$ cat config.mk
export PLATFORM = sky130hd
export DESIGN_NAME = branch_unit
export DESIGN_NICKNAME = d
export VERILOG_FILES = /design/src/hw/cond_branch_pkg.sv /design/src/hw/cond_if.sv /design/src/hw/branch_cond.sv /design/src/hw/branch_unit.sv
export VERILOG_INCLUDE_DIRS = /design/src /design/src/hw
export SDC_FILE = /design/constraint.sdc
export NUM_CORES = 1
export LEC_CHECK = 0
export BUFFER_PORTS_ARGS = -buffer_cell sky130_fd_sc_hd__buf_2
export CAP_MARGIN = 20
export CORE_ASPECT_RATIO = 0.8
export CORE_MARGIN = 1
export CORE_UTILIZATION = 40
export DETAILED_ROUTE_END_ITERATION = 10
export GPL_TIMING_DRIVEN = 0
export PLACE_DENSITY = 0.64
export SLEW_MARGIN = 20
export SYNTH_ARGS = -nofsm -noshare
export SYNTH_HDL_FRONTEND = slang
export SYNTH_SLANG_ARGS = --single-unit
$ cat constraint.sdc
create_clock -name i_clk_sys -period 2.3 [get_ports i_clk_sys]
set_input_delay 0 -clock i_clk_sys [delete_from_list [all_inputs] [get_ports i_clk_sys]]
set_output_delay 0 -clock i_clk_sys [all_outputs]
set_load 0.05 [all_outputs]
$ cat src/hw/cond_branch_regs.svh
// Constants for the conditional branch evaluator
`ifndef COND_BRANCH_REGS_SVH
`define COND_BRANCH_REGS_SVH

// Status register bit positions
`define CBE_FLAG_C 0
`define CBE_FLAG_Z 1
`define CBE_SREG_W 8

// Program counter and offset widths
`define CBE_PC_W 16
`define CBE_OFS_W 7
`define CBE_PC_RESET 16'h0000

// Cycles from issue to completion
`define CBE_CYC_NOT_TAKEN 1
`define CBE_CYC_TAKEN 2

`endif

$ cat src/hw/cond_branch_pkg.sv
// Types for the conditional branch evaluator
`default_nettype none
package cond_branch_pkg;

  typedef enum logic [2:0] {
    op_none                  = 3'h0,
    op_branch_not_equal      = 3'h1,
    op_branch_carry_set      = 3'h2,
    op_branch_carry_clear    = 3'h3,
    op_branch_same_or_higher = 3'h4,
    op_branch_lower          = 3'h5
  } branch_op_e;

  typedef enum logic [0:0] {
    st_idle  = 1'h0,
    st_taken = 1'h1
  } branch_state_e;

endpackage
`default_nettype wire

$ cat src/hw/cond_if.sv
// Carrier between the branch sequencer and the flag test
`default_nettype none
interface cond_if;
  cond_branch_pkg::branch_op_e op;
  logic [7:0] sreg;
  logic take;

  modport eval (
    input op,
    input sreg,
    output take
  );
  modport core (
    output op,
    output sreg,
    input take
  );
endinterface
`default_nettype wire

$ cat src/hw/branch_cond.sv
// Flag test for the conditional branch group
`include "cond_branch_regs.svh"
`default_nettype none
module branch_cond (
  cond_if.eval cif
);

  always_comb begin
    case (cif.op)
      cond_branch_pkg::op_branch_not_equal:
        cif.take = ~cif.sreg[`CBE_FLAG_Z];
      cond_branch_pkg::op_branch_carry_set,
      cond_branch_pkg::op_branch_lower:
        cif.take = cif.sreg[`CBE_FLAG_C];
      cond_branch_pkg::op_branch_carry_clear,
      cond_branch_pkg::op_branch_same_or_higher:
        cif.take = ~cif.sreg[`CBE_FLAG_C];
      default:
        cif.take = 1'b0;
    endcase
  end

endmodule
`default_nettype wire

$ cat src/hw/branch_unit.sv
// Conditional relative branch sequencer
//
// How it works
// - Not-equal branch is taken only while the zero flag is 0.
// - Carry-set branch is taken only while the carry flag is 1.
// - Carry-clear branch is taken only while the carry flag is 0.
// - Same-or-higher tests carry clear; lower tests carry set.
// - Taken target is current PC plus signed offset plus one.
`include "cond_branch_regs.svh"
`default_nettype none
module branch_unit (
  input wire logic i_clk_sys,
  input wire logic i_arst_n,
  input wire logic i_valid,
  input wire cond_branch_pkg::branch_op_e i_op,
  input wire logic [`CBE_OFS_W-1:0] i_offset,
  input wire logic [`CBE_PC_W-1:0] i_pc,
  input wire logic [`CBE_SREG_W-1:0] i_sreg,
  output logic o_busy,
  output logic o_done,
  output logic o_taken,
  output logic o_pc_load,
  output logic [`CBE_PC_W-1:0] o_pc_next,
  output logic o_sreg_we
);

  typedef struct packed {
    cond_branch_pkg::branch_state_e fsm;
    logic busy;
    logic done;
    logic taken;
    logic pc_load;
    logic sreg_we;
    logic [`CBE_PC_W-1:0] target;
    logic [`CBE_PC_W-1:0] pc_next;
  } unit_s;

  unit_s st;
  unit_s next_st;
  logic accept;
  logic [`CBE_PC_W-1:0] ofs_ext;

  cond_if cif ();

  assign cif.op = i_op;
  assign cif.sreg = i_sreg;

  branch_cond u_cond (
    .cif(cif)
  );

  // Requests during the first (busy) cycle of a taken branch are dropped
  // Codes 6 and 7 count as no request, like code 0
  assign accept = i_valid && !st.busy &&
                  (i_op >= cond_branch_pkg::op_branch_not_equal) &&
                  (i_op <= cond_branch_pkg::op_branch_lower);
  assign ofs_ext = {{(`CBE_PC_W-`CBE_OFS_W){i_offset[`CBE_OFS_W-1]}},
                    i_offset};

  always_comb begin
    next_st = st;
    next_st.done = 1'b0;
    next_st.taken = 1'b0;
    next_st.pc_load = 1'b0;
    next_st.sreg_we = 1'b0;
    case (st.fsm)
      cond_branch_pkg::st_idle: begin
        if (accept) begin
          if (cif.take) begin
            // Target held so the PC load lands in the second cycle
            next_st.target = i_pc + ofs_ext + `CBE_PC_W'(1);
            next_st.fsm = cond_branch_pkg::st_taken;
            next_st.busy = 1'b1;
          end else begin
            next_st.pc_next = i_pc + `CBE_PC_W'(1);
            next_st.pc_load = 1'b1;
            next_st.done = 1'b1;
          end
        end
      end
      cond_branch_pkg::st_taken: begin
        next_st.pc_next = st.target;
        next_st.pc_load = 1'b1;
        next_st.done = 1'b1;
        next_st.taken = 1'b1;
        next_st.busy = 1'b0;
        next_st.fsm = cond_branch_pkg::st_idle;
      end
      default: begin
        next_st.fsm = cond_branch_pkg::st_idle;
        next_st.busy = 1'b0;
      end
    endcase
  end

  always_ff @(posedge i_clk_sys or negedge i_arst_n) begin
    if (!i_arst_n) begin
      st <= '0;
      st.target <= `CBE_PC_RESET;
      st.pc_next <= `CBE_PC_RESET;
    end else begin
      st <= next_st;
    end
  end

  assign o_busy = st.busy;
  assign o_done = st.done;
  assign o_taken = st.taken;
  assign o_pc_load = st.pc_load;
  assign o_pc_next = st.pc_next;
  assign o_sreg_we = st.sreg_we;

  logic iss_ne;
  logic iss_cs;
  logic iss_cc;
  logic iss_sh;
  logic iss_lo;
  assign iss_ne = accept && i_op == cond_branch_pkg::op_branch_not_equal;
  assign iss_cs = accept && i_op == cond_branch_pkg::op_branch_carry_set;
  assign iss_cc = accept && i_op == cond_branch_pkg::op_branch_carry_clear;
  assign iss_sh = accept &&
                  i_op == cond_branch_pkg::op_branch_same_or_higher;
  assign iss_lo = accept && i_op == cond_branch_pkg::op_branch_lower;
endmodule
`default_nettype wire

==> Yosys cells after proc, flatten, opt, wreduce, memory -nomap -nowiden <==
Cells that the tools add are included.
{ "word_totals": {"ff_bits": 37, "wordCells": 43} }
{ "classes": {"add_sub_neg": 3, "n_lt_le_gt_ge": 2, "eq_ne": 8, "n_mux": 11, "bitwise_logic": 3, "reduce_logical": 9} }
{ "ops": {"columns": ["operator", "n"], "rows": [
  ["16-bit by 1-bit adder with 16-bit output (second input constant)", 2],
  ["16-bit 2-to-1 mux", 2],
  ["16-bit case mux with 2 select lines", 1],
  ["16-bit adder", 1],
  ["3-bit by 2-bit == test with 1-bit output (second input constant)", 2],
  ["3-bit == test (second input constant)", 2],
  ["2-bit != test (second input constant)", 3],
  ["3-bit case mux with 2 select lines", 1],
  ["2-bit AND reduction", 2],
  ["2-bit OR reduction", 2],
  ["3-bit by 1-bit == test with 1-bit output (second input constant)", 1],
  ["3-bit by 1-bit >= comparator with 1-bit output (second input constant)", 1],
  ["3-bit less-or-equal comparator (second input constant)", 1],
  ["1-bit logical AND", 3],
  ["1-bit 2-to-1 mux", 3],
  ["3-bit 2-to-1 mux", 1],
  ["1-bit NOT", 3],
  ["1-bit case mux with 3 select lines", 1],
  ["3-bit AND reduction", 1],
  ["2-bit 2-to-1 mux", 1],
  ["1-bit case mux with 2 select lines", 1],
  ["1-bit logical NOT", 1]
]} }

==> Logic depth before layout (Yosys ltp) <==
{ "depth": {"word_depth": 6, "mapped_depth": 9, "mapped_depth_nobuf": 9} }

==> Hierarchy <==
From an unflattened synthesis, not the netlist that was laid out.
{ "hier_totals": {"cells_unflattened": 305, "hier_area_um2": 2641.3} }
{ "modules_own_cells": {"columns": ["module", "n_inst", "cells_per_inst", "area_each_um2", "seq_area_each_um2"], "rows": [
  ["branch_unit", 1, 301, 2605.0, 900.9],
  ["branch_cond", 1, 4, 36.3, 0.0]
]} }

==> Least setup slack after synthesis <==
No wires, ideal clock.
{ "synth_timing": {"path_type": "register -> register", "from": "reg st[37] in the netlist's numbering", "to": "reg st (netlist bit o_pc_next[3])", "setup_ns": 0.127, "t_arrival_ns": 1.793, "required_time_ns": 2.173, "path_slack_ns": 0.380, "stages_incl_launch_ff": 7, "n_path_buf": 3, "path_cell_list": "dfrtp_1 > buf_6 > or4_4 > and3b_1 > buf_4 > buf_6 > mux2_1"} }
{ "synth_between": {"elab_chain_cells": 3, "elab_cells_between_ends": 5, "classes_between": "eq/ne (2); mux (1); bitwise (1); reduce/logical (1)"} }
{ "synth_lines": {"columns": ["item", "line_no", "text"], "rows": [
  ["start: declaration", "branch_unit.sv:38", "unit_s st;"],
  ["start signal: assignment", "branch_unit.sv:102", "st <= next_st;"],
  ["1-bit NOT (no line)", null, null],
  ["2-bit != test (no line)", null, null],
  ["2-bit AND reduction (no line)", null, null]
]} }
Several ways; a longest one is shown, not always the timed one.
A chain may end at the register's enable or synchronous reset.

==> Final worst setup path <==
{ "layout_timing": {"from": "reg st[37] in the netlist's numbering", "to": "reg st[27] in the netlist's numbering"} }
{ "layout_between": {"elab_chain_cells": 2} }
{ "layout_lines": {"columns": ["item"], "rows": [
  ["1-bit NOT (no line)"],
  ["3-bit AND reduction (no line)"]
]} }
No other way between the ends.

==> metrics.cfg <==
[route]
totalWireLength_mm=6.32
drt-pass1-iter-count=4
dr.first_iter.drc_count=135
vias=2329
drc=0
route.detailed.vias_per_inst=5.23
drtAntennaViolNets=0
wl_per_cell_um=14.2

[timing]
clock_skew_ns=0.00291
rsz0062_at_grt=no
finalSetupViolCount=0
period_share=0.908
drv_slew=0
worst_pin_slew_ns=0.789
tns_ns=0
finalHoldViolCount=0
maxSlewHeadroom=0.474
fmax_mhz=479
period_needed_ns=2.09

[place]
gp_congestion=0.854
port_buffers=50
post-dp-hpwl_mm=4.96

[critical_path]
cp_max_fo=10
arrival_ns=2.26
max_stage_delay_ns=0.54
crit_buf_inv=3
path_common_cell=buf_2
worstRegToRegCells=7
worst_setup_path_start_kind=flip-flop
ff2ff_setup_slack_ns=0.21
reg2reg_from=st[37]
reg2reg_to=st[27]
worstSetupPathType=flip-flop to flip-flop
required_ns=2.47
end_kind=flip-flop
cp_cell_sequence=buf_6 > or4_4 > a21o_1 > buf_2 > buf_2 > nand2_1 > nand3_1
crit_slowest_cell=or4_4
crit_family=simple AND/OR/NAND/NOR gates
worst-path-stages=7

[yosys]
synth-seq-cells=36
synth_edf_count=0
yosysSeqAreaShare=0.335
yosysWarnings=0
synthesis.area_sq_mm=0.00269
synth_cells=303
yosys.cell_count.top_type=nand2_1
ys_top_cells_by_area=dfrtp_1, ha_1, nand2_1
synth_fp_nets=357
async_flop_share=1.00
synth_top_area_frac=0.335
synth_ff_type=dfrtp_1
synthDistinctLibCells=53
yosys.area.top_type=dfrtp_1
synth_commonest_cells=nand2_1, dfrtp_1, o21ai_0
syn_avg_cell_area_sq_um=8.88

[power]
ir_worst_vdd_v=0.000186
power_mw=1.40
p_leak_nw=1.52
p_per_area_mw_per_mm2=445

[cells_and_area]
finalNetCount=415
n_antenna_cell=0
drive_above_1_share=0.260
area_delta_synth_final_pct=17.2
finish.utilization=0.489

[outcome]
outcome=complete, no violations

[job]
cap_violations=0

[clock_tree]
h-tree-depth=2
root_buffer=clkbuf_8
clock_path_buffers=2
post_cts_buffers=0
cts_tree=built
clkLatencyLatePin_ns=0.28
ctsHoldBuffers=1
cts_buffers=5
cts_resized=0
path_clk_slew_ns=0.07
cts.sinks=36

[worst_hold_path]
hold_path_end=st[31]
holdCritPathClass=input pin to flip-flop
whs_path_depth=4
hp-start=i_pc[15]

[global_routing]
track_usage=0.197
grt.overflow.total=0
antenna_found_initial=0
grt_max_degree=37
grt_pass1_wl_mm=10.7
first_global_vias=2144

[floorplan]
io_pins=58
start_util=0.418
core_area_sq_mm=0.00644
die_w_um=93.7
dieArea_sq_mm=0.00706
die_h_um=75.4
rows=26

[flip-flops by register name, indices dropped and copies added, names as in the netlist]
| register | cells |
|---|---|
| o_busy | 1 |
| o_done | 1 |
| o_pc_next | 16 |
| o_taken | 1 |
| st | 17 |
[worst reg2reg max path, cell delays in order (launching register included)]
cell	delay (ns)
dfrtp_1	0.39
buf_6	0.14
or4_4	0.55
a21o_1	0.29
buf_2	0.22
buf_2	0.22
nand2_1	0.10
nand3_1	0.07
[metal layers]
metal,global-route usage,share of wire,up-vias
met5,0,0,-
met4,0.0615,0.010,0
met3,0.0299,0.048,6
met2,0.308,0.44,53
met1,0.285,0.50,1076
li1,-,-,1194
[power by group]
part | total (mW) | internal, mW | switching, mW
clock network | 0.469 | 0.266 | 0.203
registers | 0.633 | 0.633 | 0
logic | 0.301 | 0.120 | 0.180
total | 1.40 | 1.02 | 0.383
[worst max path at each step]
stage          startpoint  slack (ns)      endpoint
4_1_cts            st[37]        0.19        st[30]
3_5_place_dp      i_pc[0]        0.19        st[28]
6_report           st[37]        0.21        st[27]
3_3_place_gp      i_pc[0]        0.16        st[30]
5_1_grt            st[37]        0.06        st[29]
2_1_floorplan      st[37]        0.38  o_pc_next[3]
[cells in the final DEF (no fill, tap or decap), types with 5 or more instances in the layout]
master    count
clkbuf_8      7
xnor2_1      14
buf_4        19
buf_2        53
nand4_1       9
ha_1         16
o21ai_0      25
a21o_1        7
a21oi_1      14
mux2_2        9
xor2_1        7
clkbuf_1      5
nor2_1       10
nand2_1      45
o21a_1        7
inv_1         8
nand3_1       9
dfrtp_1      36
[logic make-up after synthesis]
logic type	Yosys count	share of synthesized area
compound gates	78	0.190
xor+xnor	21	0.0684
fa+ha+maj	17	0.0819
buf+inv	38	0.0865
flops	36	0.335
mux	14	0.0577
other cells	1	0.00139
simple gates	98	0.179
[layout make-up]
cell class	count	area, sq um
timing repair buffer	51	260
clock buffer	7	96.3
multi-input combinational	229	1560
tap	84	105
buffer	29	199
fill	635	3290
inverter	9	33.8
sequential	36	901
[per-stage QoR]
step	instances	instance area, sq um	worst slack (ns)	hold slack, ns
2_1_floorplan	303	2690	0.380	-0.296
4_1_cts	445	3150	0.194	0.0895
3_3_place_gp	437	3050	0.162	0.132
3_5_place_dp	437	3050	0.194	0.136
5_1_grt	445	3150	0.0626	0.104
6_report	445	3150	0.211	0.0919
Power figures use the tool's default switching activity.
